**config.mk**
```make
export PLATFORM = sky130hd
export DESIGN_NAME = spd_post_divider
export DESIGN_NICKNAME = d
export VERILOG_FILES = /design/src/spd_pkg.sv /design/src/spd_post_divider.sv
export VERILOG_INCLUDE_DIRS = /design/src
export SDC_FILE = /design/constraint.sdc
export NUM_CORES = 1
export LEC_CHECK = 0
export BUFFER_PORTS_ARGS = -buffer_cell sky130_fd_sc_hd__buf_2
export CELL_PAD_IN_SITES_DETAIL_PLACEMENT = 1
export CELL_PAD_IN_SITES_GLOBAL_PLACEMENT = 1
export CORE_UTILIZATION = 30
export DETAILED_ROUTE_END_ITERATION = 12
export PLACE_DENSITY_LB_ADDON = 0.1
export SLEW_MARGIN = 30
export SYNTH_ARGS = -nofsm -noshare
export SYNTH_HDL_FRONTEND = slang
export SYNTH_SLANG_ARGS = --single-unit
```
**constraint.sdc**
```tcl
create_clock -name clk -period 6.5 [get_ports clk]
set_input_delay 0 -clock clk [delete_from_list [all_inputs] [get_ports clk]]
set_output_delay 0 -clock clk [all_outputs]
set_load 0.1 [all_outputs]
```
**src/spd_regs.svh**
```systemverilog
// Register offsets, field positions and reset values of the synthesizer post-dividers
// Summary of operation
// - Shape field all ones selects frame pulse
// - Otherwise whole register divides the VCO clock
// - Pulse width is one related-clock period
// - Channel B select: 00 A, 10 C, 11 D
// - Polarity bit: 0 normal, 1 inverted
// - Style bit: 0 mid-pulse boundary, 1 edge boundary
// - Low sixteen bits count periods between pulses
// - Channel C normal output is VCO over value
`ifndef SPD_REGS_SVH
`define SPD_REGS_SVH

// ****************************************
// Byte offsets, high byte first
// ****************************************
`define SPD_DIV_B_HIGH   8'h9B
`define SPD_DIV_B_MID    8'h9C
`define SPD_DIV_B_LOW    8'h9D
`define SPD_DIV_C_HIGH   8'h9E
`define SPD_DIV_C_MID    8'h9F
`define SPD_DIV_C_LOW    8'hA0

// ****************************************
// Fields and reset values
// ****************************************
`define SPD_SHAPE_MSB    23
`define SPD_SHAPE_LSB    20
`define SPD_SHAPE_PULSE  4'hF
`define SPD_STYLE_BIT    19
`define SPD_POLAR_BIT    18
`define SPD_SEL_MSB      17
`define SPD_SEL_LSB      16
`define SPD_SPACE_MSB    15
`define SPD_SPACE_LSB    0
`define SPD_DIV_RESET    24'h000000

`endif

```
**src/spd_pkg.sv**
```systemverilog
// Types shared by the synthesizer post-divider block
package spd_pkg;

    typedef struct packed {
        logic [7:0] addr;
        logic [7:0] writeData;
        logic       write;
    } spd_reg_req_t;

    typedef struct packed {
        logic [23:0] count;
        logic [15:0] relCount;
        logic        relPrev;
        logic        pulse;
        logic        out;
    } spd_chan_t;

    typedef struct packed {
        logic [23:0] divB;
        logic [23:0] divC;
        spd_chan_t   chanB;
        spd_chan_t   chanC;
        logic [7:0]  readData;
    } spd_state_t;

endpackage

```
**src/spd_post_divider.sv**
```systemverilog
// Post-dividers B and C of the first synthesizer with frame pulse shaping
`include "spd_regs.svh"

module spd_post_divider (
    // Clock, reset and enable
    input  wire logic                  clk,
    input  wire logic                  reset,
    input  wire logic                  clockEnable,
    // Register access
    input  wire spd_pkg::spd_reg_req_t regReq,
    output logic [7:0]                 readData,
    // Sibling divider outputs
    input  wire logic                  relatedClockA,
    input  wire logic                  relatedClockD,
    // Output clocks
    output logic                       clockOutB,
    output logic                       clockOutC
);
    import spd_pkg::*;

    spd_state_t state;
    spd_state_t next_state;

    // ****************************************
    // Mode and field decoding
    // ****************************************
    function automatic logic isFramePulse(input logic [23:0] cfg);
        return cfg[`SPD_SHAPE_MSB:`SPD_SHAPE_LSB] == `SPD_SHAPE_PULSE;
    endfunction

    function automatic logic [15:0] lastPeriod(input logic [23:0] cfg);
        logic [15:0] space;
        space = cfg[`SPD_SPACE_MSB:`SPD_SPACE_LSB];
        return (space <= 16'h0001) ? 16'h0000 : space - 16'h0001;
    endfunction

    // Own code selects nothing, so a reserved select stays quiet
    function automatic logic pickRelated(input logic [1:0] sel,
                                         input logic [1:0] ownCode,
                                         input logic       clkA,
                                         input logic       clkB,
                                         input logic       clkC,
                                         input logic       clkD);
        logic rel;
        case (sel)
            2'h0: rel = clkA;
            2'h1: rel = clkB;
            2'h2: rel = clkC;
            2'h3: rel = clkD;
            default: rel = 1'b0;
        endcase
        if (sel == ownCode) begin
            rel = 1'b0;
        end
        return rel;
    endfunction

    // ****************************************
    // Frame pulse step
    // ****************************************
    function automatic spd_chan_t frameStep(input logic [23:0] cfg,
                                            input spd_chan_t   st,
                                            input logic        rel,
                                            input logic        act);
        spd_chan_t   nx;
        logic        rise;
        logic        fall;
        logic [15:0] last;
        logic        wrap;
        nx = st;
        nx.relPrev = rel;
        nx.count = 24'h000000;
        rise = rel & ~st.relPrev;
        fall = ~rel & st.relPrev;
        last = lastPeriod(cfg);
        wrap = (st.relCount >= last);
        if (!act) begin
            nx.relCount = 16'h0000;
            nx.pulse = 1'b0;
        end else begin
            if (rise) begin
                nx.relCount = wrap ? 16'h0000 : st.relCount + 16'h0001;
            end
            if (cfg[`SPD_STYLE_BIT]) begin
                if (rise) begin
                    nx.pulse = wrap;
                end
            end else if (fall) begin
                nx.pulse = (st.relCount == last);
            end
        end
        nx.out = nx.pulse ^ cfg[`SPD_POLAR_BIT];
        return nx;
    endfunction

    // ****************************************
    // Divided clock step
    // ****************************************
    function automatic spd_chan_t clockStep(input logic [23:0] cfg,
                                            input spd_chan_t   st,
                                            input logic        rel);
        spd_chan_t   nx;
        logic [23:0] half;
        nx = st;
        nx.relPrev = rel;
        nx.relCount = 16'h0000;
        nx.pulse = 1'b0;
        half = {1'b0, cfg[23:1]};
        if (cfg < 24'h000002) begin
            nx.count = 24'h000000;
            nx.out = 1'b0;
        end else begin
            nx.count = (st.count >= cfg - 24'h000001) ? 24'h000000
                     : st.count + 24'h000001;
            nx.out = (nx.count < half);
        end
        return nx;
    endfunction

    // ****************************************
    // One channel step
    // ****************************************
    function automatic spd_chan_t stepChannel(input logic [23:0] cfg,
                                              input spd_chan_t   st,
                                              input logic        rel,
                                              input logic        act);
        spd_chan_t nx;
        if (isFramePulse(cfg)) begin
            nx = frameStep(cfg, st, rel, act);
        end else begin
            nx = clockStep(cfg, st, rel);
        end
        return nx;
    endfunction

    // ****************************************
    // Register read decode
    // ****************************************
    function automatic logic [7:0] readByte(input logic [7:0]  addr,
                                            input logic [23:0] divB,
                                            input logic [23:0] divC);
        logic [7:0] res;
        case (addr)
            `SPD_DIV_B_HIGH: res = divB[23:16];
            `SPD_DIV_B_MID:  res = divB[15:8];
            `SPD_DIV_B_LOW:  res = divB[7:0];
            `SPD_DIV_C_HIGH: res = divC[23:16];
            `SPD_DIV_C_MID:  res = divC[15:8];
            `SPD_DIV_C_LOW:  res = divC[7:0];
            default: res = 8'h00;
        endcase
        return res;
    endfunction

    // ****************************************
    // Byte write into a 24-bit register
    // ****************************************
    function automatic logic [23:0] writeByte(input logic [23:0] cur,
                                              input logic [1:0]  lane,
                                              input logic [7:0]  data);
        logic [23:0] res;
        res = cur;
        case (lane)
            2'h2: res[23:16] = data;
            2'h1: res[15:8] = data;
            2'h0: res[7:0] = data;
            default: res = cur;
        endcase
        return res;
    endfunction

    // ****************************************
    // Next state
    // ****************************************
    always_comb begin
        logic relB;
        logic relC;
        logic actB;
        logic actC;
        relB = 1'b0;
        relC = 1'b0;
        actB = 1'b0;
        actC = 1'b0;
        next_state = state;
        if (clockEnable) begin
            relB = pickRelated(state.divB[`SPD_SEL_MSB:`SPD_SEL_LSB], 2'h1, relatedClockA,
                               state.chanB.out, state.chanC.out, relatedClockD);
            relC = pickRelated(state.divC[`SPD_SEL_MSB:`SPD_SEL_LSB], 2'h2, relatedClockA,
                               state.chanB.out, state.chanC.out, relatedClockD);
            actB = (state.divB[`SPD_SEL_MSB:`SPD_SEL_LSB] != 2'h1);
            actC = (state.divC[`SPD_SEL_MSB:`SPD_SEL_LSB] != 2'h2);
            next_state.chanB = stepChannel(state.divB, state.chanB, relB, actB);
            next_state.chanC = stepChannel(state.divC, state.chanC, relC, actC);
            if (regReq.write) begin
                case (regReq.addr)
                    `SPD_DIV_B_HIGH: next_state.divB = writeByte(state.divB, 2'h2, regReq.writeData);
                    `SPD_DIV_B_MID:  next_state.divB = writeByte(state.divB, 2'h1, regReq.writeData);
                    `SPD_DIV_B_LOW:  next_state.divB = writeByte(state.divB, 2'h0, regReq.writeData);
                    `SPD_DIV_C_HIGH: next_state.divC = writeByte(state.divC, 2'h2, regReq.writeData);
                    `SPD_DIV_C_MID:  next_state.divC = writeByte(state.divC, 2'h1, regReq.writeData);
                    `SPD_DIV_C_LOW:  next_state.divC = writeByte(state.divC, 2'h0, regReq.writeData);
                    default: next_state.divB = state.divB;
                endcase
            end
            next_state.readData = readByte(regReq.addr, state.divB, state.divC);
        end
    end

    // ****************************************
    // State register
    // ****************************************
    always_ff @(posedge clk or posedge reset) begin
        if (reset) begin
            state <= '0;
            state.divB <= `SPD_DIV_RESET;
            state.divC <= `SPD_DIV_RESET;
        end else begin
            state <= next_state;
        end
    end

    assign readData = state.readData;
    assign clockOutB = state.chanB.out;
    assign clockOutC = state.chanC.out;

endmodule

```
==> results of run 1 <==
cell families after synthesis:
logic type / Yosys count / share of synthesized area (%)
AND/OR/NAND/NOR: 484 / 21.1
buffers and inverters: 173 / 6.13
flip-flops: 142 / 30.8
AO/OA/AOI/OAI: 282 / 16.9
XOR/XNOR: 106 / 8.04
multiplexers: 28 / 2.73
adder cells (fa/ha/maj): 132 / 14.3
worst min-delay path, delay by kind of cell:
| family | cells | cell delay [ps] |
|---|---|---|
| AO/OA/AOI/OAI | 3 | 440 |
| buffers and inverters | 1 | 110 |
worst paths after layout:
| kind | startpoint | to | slack, ps |
|---|---|---|---|
| setup / recovery | state[96] | clockOutC | 860 |
| hold / removal | relatedClockD | state[10] | 150 |
| setup reg to reg | state[96] | clockOutC | 860 |
| hold reg to reg | state[9] | state[9] | 490 |
| max in group asynchronous | reset | state[87] | 5120 |
| min in group asynchronous | reset | state[56] | 230 |
per-layer routing:
layer	vias to the layer above	global-route usage (%)
met5	-	0
met4	4	6.35
met3	44	3.34
met2	72	36.3
met1	4864	27.0
li1	4849	-
layout by cell type (no fill, tap or decap), types with 6 or more instances in the layout:
master / Yosys / layout
or2_2: 9 / 9
nand3_1: 50 / 50
nor4_1: 15 / 15
nor2_1: 114 / 114
o211ai_1: 6 / 6
and3_1: 22 / 22
nand4_1: 33 / 33
mux2_2: 18 / 18
xnor2_1: 88 / 88
ha_1: 132 / 132
and2_1: 7 / 7
a22o_1: 6 / 6
nor3_1: 36 / 36
a21o_1: 36 / 36
and4_1: 7 / 7
o21ai_0: 59 / 59
a21oi_1: 45 / 45
xor2_1: 18 / 18
a211oi_1: 11 / 11
inv_1: 112 / 111
o31ai_1: 16 / 16
nand2_1: 129 / 129
nor2b_1: 9 / 8
nor4b_1: 8 / 8
o32ai_1: 24 / 24
dfrtp_1: 142 / 142
o22ai_1: 9 / 9
nand2b_1: 13 / 13
or3_1: 7 / 7
buf_2: 8 / 31
dlygate4sd3_1: 0 / 11
mux2i_1: 9 / 9
bufinv_16: 0 / 6
o21bai_1: 19 / 19
a221oi_1: 8 / 8
o2bb2ai_1: 6 / 6
clkbuf_16: 0 / 17
buf_4: 9 / 14
through the flow:
step	cells	hold slack, ps	worst slack (ps)	area [um2]
final	1886	147	855	13000
after global routing	1886	171	274	13000
after CTS	1886	109	825	12900
after detailed placement	1843	284	830	12200
after global placement	1843	283	914	12200
after floorplan	1347	117	1380	11500
flip-flops by register name, summed over array words and instances (netlist names):
| register | count |
|---|---|
| state | 132 |
| readData | 8 |
| clockOutB | 1 |
| clockOutC | 1 |
Yosys cell counts, types with 3 or more instances:
cell,number
buf_4,9
o21a_1,4
or3_1,7
mux2i_1,9
o21ai_0,59
nand4b_1,3
nand2b_1,13
nor2_1,114
o21bai_1,19
nor4_1,15
or4_1,4
and3_1,22
and2_1,7
clkbuf_1,39
a211oi_1,11
o211ai_1,6
nor3b_1,3
nand4_1,33
mux2_2,18
a221oi_1,8
a22o_1,6
nor2b_1,9
a21oi_1,45
a21o_1,36
nand3_1,50
nor4b_1,8
o22ai_1,9
or2_2,9
ha_1,132
a211o_1,4
xnor2_1,88
and4_1,7
nand2_1,129
xor2_1,18
nor3_1,36
buf_2,8
dfrtp_1,142
inv_1,112
o2bb2ai_1,6
o32ai_1,24
o31ai_1,16
power by group:
part,leakage (nW),internal [mW],switching (mW)
Combinational,4.16,0.230,0.455
Clock,0.334,0.737,0.414
Sequential,1.79,0.949,0.103
cell type report:
| cell class | instances | area (um2) | share of cell area (%) |
|---|---|---|---|
| sequential | 142 | 3550 | 27.4 |
| clock inverter | 12 | 214 | 1.65 |
| multi-input combinational | 1032 | 7290 | 56.3 |
| timing repair buffer | 56 | 370 | 2.86 |
| clock buffer | 20 | 457 | 3.53 |
| tap | 511 | 639 | 4.94 |
| inverter | 113 | 432 | 3.33 |
==> out/metrics.yaml, run 1 <==
status: "complete, no violations"
diodes: 0
cp_data_required_time_ps: 6810
cp.arrival_ps: 5950
wl_met3_um: 693
synth-main-ff-cell: "dfrtp_1"
gp_congestion: 0.850
synth_cell_type_count: 76
drc: 0
clk_path_buf_depth: 2
overflow: 0
slew_headroom_pct: 38.1
port_buffers: 31
grt_max_degree: 97
ir_drop_mv: 0.159
critical_path_class: "reg2reg"
setup_viol: 0
seq_area_frac_synth_pct: 30.8
cp-end-kind: "flip-flop"
start_util_pct: 30.6
final_hold_viol_count: 0
avgViaCountPerCell: 5.21
clk_latency_ps: 450
slowest_stage: "nor4_1"
final_core_util_pct: 34.3
cp_common_cell: "nand2_1"
timing.final.crit_share_pct: 86.8
h-tree-depth: 4
track_usage_pct: 21.1
wl_met2_um: 19100
path_delay_family: "simple AND/OR/NAND/NOR gates"
grt_setup_unrepaired: "no"
synth_area_leaders: "dfrtp_1 (31%), ha_1 (14%), xnor2_1 (6.7%)"
final_nets: 1516
clk_pin_slew_ps: 60
cts.sinks: 142
tns_ps: 0
grt_pass1_vias: 10300
max_freq_mhz: 177
critPathMaxFanout: 37
powerDensity_nw_per_um2: 223
ioPinCount: 32
ys_ff_latch: 142
dp_hpwl_um: 30700
critPathLaunchType: "flip-flop"
synth_warnings: 0
syn_inst: 1347
postCtsHoldBufs: 11
finalMaxSlewViolations: 0
r2r_cells: 21
die_w_um: 198
ant_nets: 0
cts_inserted_buffers: 17
worst_pin_slew_ps: 923
avgSynthCellArea_um2: 8.57
p_leak_nw: 6.28
m1WireLength_um: 18400
synth.net_count: 1501
grt_pass1_wl_um: 62100
total_power_mw: 2.89
wl_per_cell_um: 20.7
antenna_found_initial: 2
yosys.area.top_type_share_pct: 30.8
cts_tree: "built"
final.fill_count: 4466
path_cells: "nor4_1 -> and3_1 -> nand2_1 -> nor3_1 -> nand2_1 -> nor2_1 -> xnor2_1 -> ha_1 -> nand2_1 -> or2_2 -> nand3b_1 -> o22ai_1 -> o221a_2 -> buf_4 -> nor2_1 -> ha_1 -> nand4_1 -> nor4_1 -> a41oi_1 -> o211ai_1 -> o311ai_0"
routed_wl_um: 39100
clock_skew_ps: 8.48
cp.depth: 21
min_path_cells: 4
max_cap_viol_count: 0
cp_slowest_stage_delay_ps: 520
syn-cell-area_um2: 11500
rows: 71
cts_resized: 0
synth_edf_count: 0
drtIter0Drc: 318
hold_path.class: "in2reg"
yosysTopAreaCell: "dfrtp_1"
worst-path-buf-inv: 1
post_cts_buffers: 0
dieArea_um2: 39300
dieHeight_um: 198
core-area_um2: 37800
root_buffer: "clkbuf_16"
drt_first_pass_iters: 4
drive_gt1_share_pct: 8.87
min_period_ps: 5640
vias: 9833
syn_to_final_growth_pct: 12.2
dr.max_layer_used: "met5"
synth_async_sr_flop_share_pct: 100
Power figures use the tool's default switching activity.
==> run 2, diff against run 1 <==
--- a/config.mk
+++ b/config.mk
@@ -9,7 +9,7 @@
 export BUFFER_PORTS_ARGS = -buffer_cell sky130_fd_sc_hd__buf_2
 export CELL_PAD_IN_SITES_DETAIL_PLACEMENT = 1
 export CELL_PAD_IN_SITES_GLOBAL_PLACEMENT = 1
-export CORE_UTILIZATION = 30
+export CORE_UTILIZATION = 49
 export DETAILED_ROUTE_END_ITERATION = 12
 export PLACE_DENSITY_LB_ADDON = 0.1
 export SLEW_MARGIN = 30
==> run 2 against run 1 <==
Net effect: via count rose by 3.9%; final cell count shrank 11%; fmax decreased by 2.2%; design area down 2.5%; critical path depth is 1 lower; sequential share of layout area increased by 0.72 points; non-clock buffer count down 4; clock power decreased by 7%; critical endpoint unchanged.
==> out/metrics.yaml, run 2 (synthesis results as in run 1) <==
m1WireLength_um: 15900
cts_inserted_buffers: 17
r2r_cells: 20
cp-endpoint: "clockOutC"
dp_hpwl_um: 27500
path_cells: "nor4_1 -> nand4_1 -> nor3_1 -> nand3_1 -> nor3_1 -> xnor2_1 -> ha_1 -> nand2_1 -> or2_2 -> nand3b_1 -> o22ai_1 -> o221a_2 -> buf_4 -> nor2_1 -> ha_1 -> nand4_1 -> nor4_1 -> a41oi_1 -> o211ai_1 -> o311ai_0"
diodes: 0
min_period_ps: 5770
clk_pin_slew_ps: 70
vias: 10200
dieHeight_um: 156
dr.max_layer_used: "met4"
slew_headroom_pct: 40.5
drtIter0Drc: 584
final_nets: 1512
final_common_cell: "dfrtp_1"
final_cells: 1683
root_buffer: "clkbuf_16"
worst_pin_slew_ps: 892
post_cts_buffers: 0
clk_latency_ps: 440
rows: 55
total_power_mw: 2.82
most-common-layout-cells: "dfrtp_1 (142), ha_1 (132), nand2_1 (129)"
max_freq_mhz: 173
ff2ff_setup_slack_ps: 730
finalMaxSlewViolations: 0
largest_register_ffs: 132
port_buffers: 31
die_w_um: 156
cts_resized: 0
cts_tree: "built"
critical_path_class: "reg2reg"
grt_pass1_vias: 10700
r2r_end: "clockOutC"
core-area_um2: 22800
worst-path-buf-inv: 1
cp_slowest_stage_delay_ps: 660
hold_path.class: "in2reg"
cp-end-kind: "flip-flop"
start_util_pct: 50.5
drt_first_pass_iters: 5
ioPinCount: 32
powerDensity_nw_per_um2: 223
p_leak_nw: 6.22
overflow: 0
dpl.cell_count: 1642
timing.final.crit_share_pct: 88.8
h-tree-depth: 4
wl_met2_um: 17800
gp_congestion: 0.901
path_delay_family: "simple AND/OR/NAND/NOR gates"
final_core_util_pct: 55.3
cts.sinks: 142
setup_viol: 0
reg2reg_from: "state[103]"
critPathLaunch: "state[103]"
status: "complete, no violations"
postCtsHoldBufs: 10
antenna_found_initial: 0
wl_per_cell_um: 21.6
cp.depth: 20
cp_data_required_time_ps: 6780
grt_max_degree: 82
drive_gt1_share_pct: 8.76
clk_path_buf_depth: 2
syn_to_final_growth_pct: 9.33
critPathLaunchType: "flip-flop"
ir_drop_mv: 0.141
grt_setup_unrepaired: "no"
grt_pass1_wl_um: 59100
tns_ps: 0
wl_met3_um: 963
max_cap_viol_count: 0
avgViaCountPerCell: 6.07
ant_nets: 0
routed_wl_um: 36300
largest-register: "state"
slowest_stage: "nor4_1"
critPathMaxFanout: 32
track_usage_pct: 31.6
cp.arrival_ps: 6050
clock_skew_ps: 15.2
drc: 0
dieArea_um2: 24200
final_hold_viol_count: 0
-- run 2: cell count changes in the layout (fill, tap and decap cells not counted), moves of 2 or more --
| cell | previous run | this run |
|---|---|---|
| clkinvlp_4 | 0 | 3 |
| inv_6 | 0 | 4 |
| bufinv_16 | 6 | 4 |
| o21ai_2 | 0 | 2 |
| buf_4 | 14 | 11 |
| clkbuf_8 | 2 | 0 |
| clkinv_2 | 5 | 2 |
-- run 2: through the flow --
stage	hold WS [ps]	cell area (um2)	setup WS, ps
2_1_floorplan	117	11500	1380
3_3_place_gp	198	11900	1030
3_5_place_dp	205	11900	850
4_1_cts	165	12600	789
5_1_grt	215	12600	220
6_report	176	12600	729
-- run 2: worst min path at each step --
stage                              from     endpoint  slack [ps]  depth (start not counted)
after floorplan               regReq[1]   state[102]         120                          2
after global placement            reset    state[24]         200                          2
after detailed placement          reset  readData[5]         210                          2
after CTS                 relatedClockD    state[10]         170                          4
after global routing      relatedClockD    state[53]         220                          4
final                     relatedClockD    state[10]         180                          4
-- run 2: tightest hold or removal path, delay by kind of cell --
kind	cells	cell delay (ps)
buffers and inverters	1	120
AO/OA/AOI/OAI	3	460
-- run 2: power by group --
group          leakage (nW)  internal, mW  switching [mW]
sequential             1.79         0.948           0.101
clock                 0.293         0.643           0.430
combinational          4.14         0.237           0.461
-- run 2: layout make-up --
class | count | area [um2]
fill | 2756 | 10200
multi-input combinational | 1032 | 7300
sequential | 142 | 3550
clock buffer | 18 | 429
inverter | 113 | 429
tap | 313 | 392
timing repair buffer | 52 | 338
clock inverter | 13 | 188
-- run 2: per-layer routing --
| metal | GRT usage (%) | up-vias |
|---|---|---|
| li1 | - | 4840 |
| met1 | 38.9 | 5090 |
| met2 | 54.9 | 188 |
| met3 | 3.98 | 98 |
| met4 | 15.0 | 0 |
| met5 | 0 | - |
==> run 3, diff against run 2 <==
--- a/config.mk
+++ b/config.mk
@@ -10,6 +10,7 @@
 export CELL_PAD_IN_SITES_DETAIL_PLACEMENT = 1
 export CELL_PAD_IN_SITES_GLOBAL_PLACEMENT = 1
 export CORE_UTILIZATION = 49
+export CTS_BUF_LIST = sky130_fd_sc_hd__clkbuf_4 sky130_fd_sc_hd__clkbuf_8 sky130_fd_sc_hd__clkbuf_16
 export DETAILED_ROUTE_END_ITERATION = 12
 export PLACE_DENSITY_LB_ADDON = 0.1
 export SLEW_MARGIN = 30
==> constraint.sdc (replaced) <==
create_clock -name clk -period 5.6 [get_ports clk]
set_input_delay 0 -clock clk [delete_from_list [all_inputs] [get_ports clk]]
set_output_delay 0 -clock clk [all_outputs]
set_load 0.1 [all_outputs]
==> run 3 against run 2 <==
Net effect: final cell count up 0.48%; highest routed layer unchanged; clock power is 17% higher; count of clock-buffer cells in the layout is 3 higher; design area up 1.1%; sequential cell count stayed put; critical path type unchanged; setup slack got worse by 570 ps; wire length hardly changed; sequential power up 16%.
==> out/metrics.yaml, run 3 (synthesis results as in run 1) <==
status: "complete, no violations"
max_freq_mhz: 184
port_buffers: 31
setup_viol: 0
antenna_found_initial: 0
p_leak_nw: 6.30
cp.arrival_ps: 5730
final_cells: 1691
timing.final.crit_share_pct: 97.2
dieArea_um2: 24200
start_util_pct: 50.5
place_worst_setup_slack_ps: 139
ff2ff_setup_slack_ps: 160
max_cap_viol_count: 0
cp-end-kind: "flip-flop"
h-tree-depth: 4
ant_nets: 0
final_nets: 1521
most-common-layout-cells: "dfrtp_1 (142), ha_1 (132), nand2_1 (129)"
grt_pass1_vias: 10700
critPathMaxFanout: 23
final_common_cell: "dfrtp_1"
gp_congestion: 0.881
r2r_cells: 21
slew_headroom_pct: 42.0
ioPinCount: 32
total_power_mw: 3.30
clk_pin_slew_ps: 60
min_period_ps: 5440
drt_first_pass_iters: 4
ir_drop_mv: 0.175
clk_latency_ps: 440
powerDensity_nw_per_um2: 258
use_met2_pct: 54.6
critPathLaunchType: "flip-flop"
clk_path_buf_depth: 2
hold_path.class: "in2reg"
r2r_end: "clockOutB"
postPlaceCellArea_um2: 12000
syn_to_final_growth_pct: 10.5
hold_end: "state[53]"
track_usage_pct: 31.5
multiInputGateArea_um2: 7350
drtIter0Drc: 556
dpl.cell_count: 1651
regArea_um2: 3550
largest-register: "state"
die_w_um: 156
worst_pin_slew_ps: 867
layout_setup_ws_ps: 157
core-area_um2: 22800
largest_register_ffs: 132
finalMaxSlewViolations: 0
min_path_cells: 3
grtUsageMet3_pct: 3.62
dieHeight_um: 156
use_met1_pct: 39.6
cts_tree: "built"
final.fill_count: 2783
cts_inserted_buffers: 17
gr-max-usage-layer: "met2"
diodes: 0
critical_path_class: "reg2reg"
dp_hpwl_um: 27700
routed_wl_um: 36300
final_hold_viol_count: 0
avgViaCountPerCell: 6.03
vias: 10200
rows: 55
wl_per_cell_um: 21.5
reg2reg_from: "state[126]"
final_core_util_pct: 55.9
drive_gt1_share_pct: 10.1
root_buffer: "clkbuf_16"
drc: 0
fin_area_um2: 12800
cp_data_required_time_ps: 5880
grt_pass1_wl_um: 58900
hp-start: "relatedClockA"
overflow: 0
clock_skew_ps: 13.2
cts.sinks: 142
grt_setup_unrepaired: "yes"
grt_max_degree: 86
[run 3: cell count changes in the layout (fill, tap and decap cells not counted), moves of 2 or more]
cell / change
inv_6: -2
buf_4: +9
nor4_2: +3
nor4_1: -3
clkbuf_8: +3
clkinvlp_4: -2
[run 3: cell type report]
type	count	share of cell area [%]
clock buffer	21	3.71
clock inverter	9	1.24
inverter	113	3.36
multi-input combinational	1032	57.6
sequential	142	27.8
tap	313	3.07
timing repair buffer	61	3.19
[run 3: timing repair]
item / 4_1_cts / 5_1_grt
hold endpoints to repair: 126 / 0
setup buffers: 0 / 1
resized for setup: 1 / 11
endpoints found under the setup margin: 1 / 2
hold buffers: 9 / 0
[run 3: report_power, final]
group          leakage [nW]  switching (mW)  internal [mW]
Clock                 0.309           0.464          0.784
Combinational          4.21           0.553          0.280
Sequential             1.79           0.114           1.10
Total                  6.30            1.13           2.16
[run 3: stage by stage]
| stage | hold WS (ps) | setup TNS [ps] |
|---|---|---|
| 2_1_floorplan | 117 | 0 |
| 3_3_place_gp | 216 | 0 |
| 3_5_place_dp | 217 | 0 |
| 4_1_cts | 37.4 | 0 |
| 5_1_grt | 77.6 | -8.70 |
| 6_report | 26.2 | 0 |
[run 3: worst max path at each step]
stage	start	endpoint	slack [ps]	cells after the start
2_1_floorplan	state[126]	clockOutB	480	22
3_3_place_gp	state[122]	clockOutB	210	19
4_1_cts	state[122]	clockOutB	60	21
5_1_grt	state[126]	clockOutB	-9	21
6_report	state[126]	clockOutB	160	21
3_5_place_dp	state[122]	clockOutB	140	21
[run 3: routing by layer]
| metal | part of all wire [%] | vias to the layer above |
|---|---|---|
| met4 | 3.9 | 0 |
| li1 | - | 4849 |
| met5 | 0 | - |
| met2 | 49 | 185 |
| met1 | 44 | 5096 |
| met3 | 3.1 | 73 |
[run 3: worst max-delay path, stage by stage, from the launching register on]
cell and delay (ps):
dfrtp_1 460, or4_4 560, or3_4 360, or4_4 520, nor3_4 180, nand2_2 110, nor4_4 150, xnor2_1 90
ha_1 300, nand4_1 240, nor4_1 330, a211o_2 280, buf_6 240, nor2_1 80, ha_1 320, nand4_1 130
nor3_1 270, nand2_1 170, a211oi_2 260, nor4_2 70, nand3_1 100, o31ai_1 60
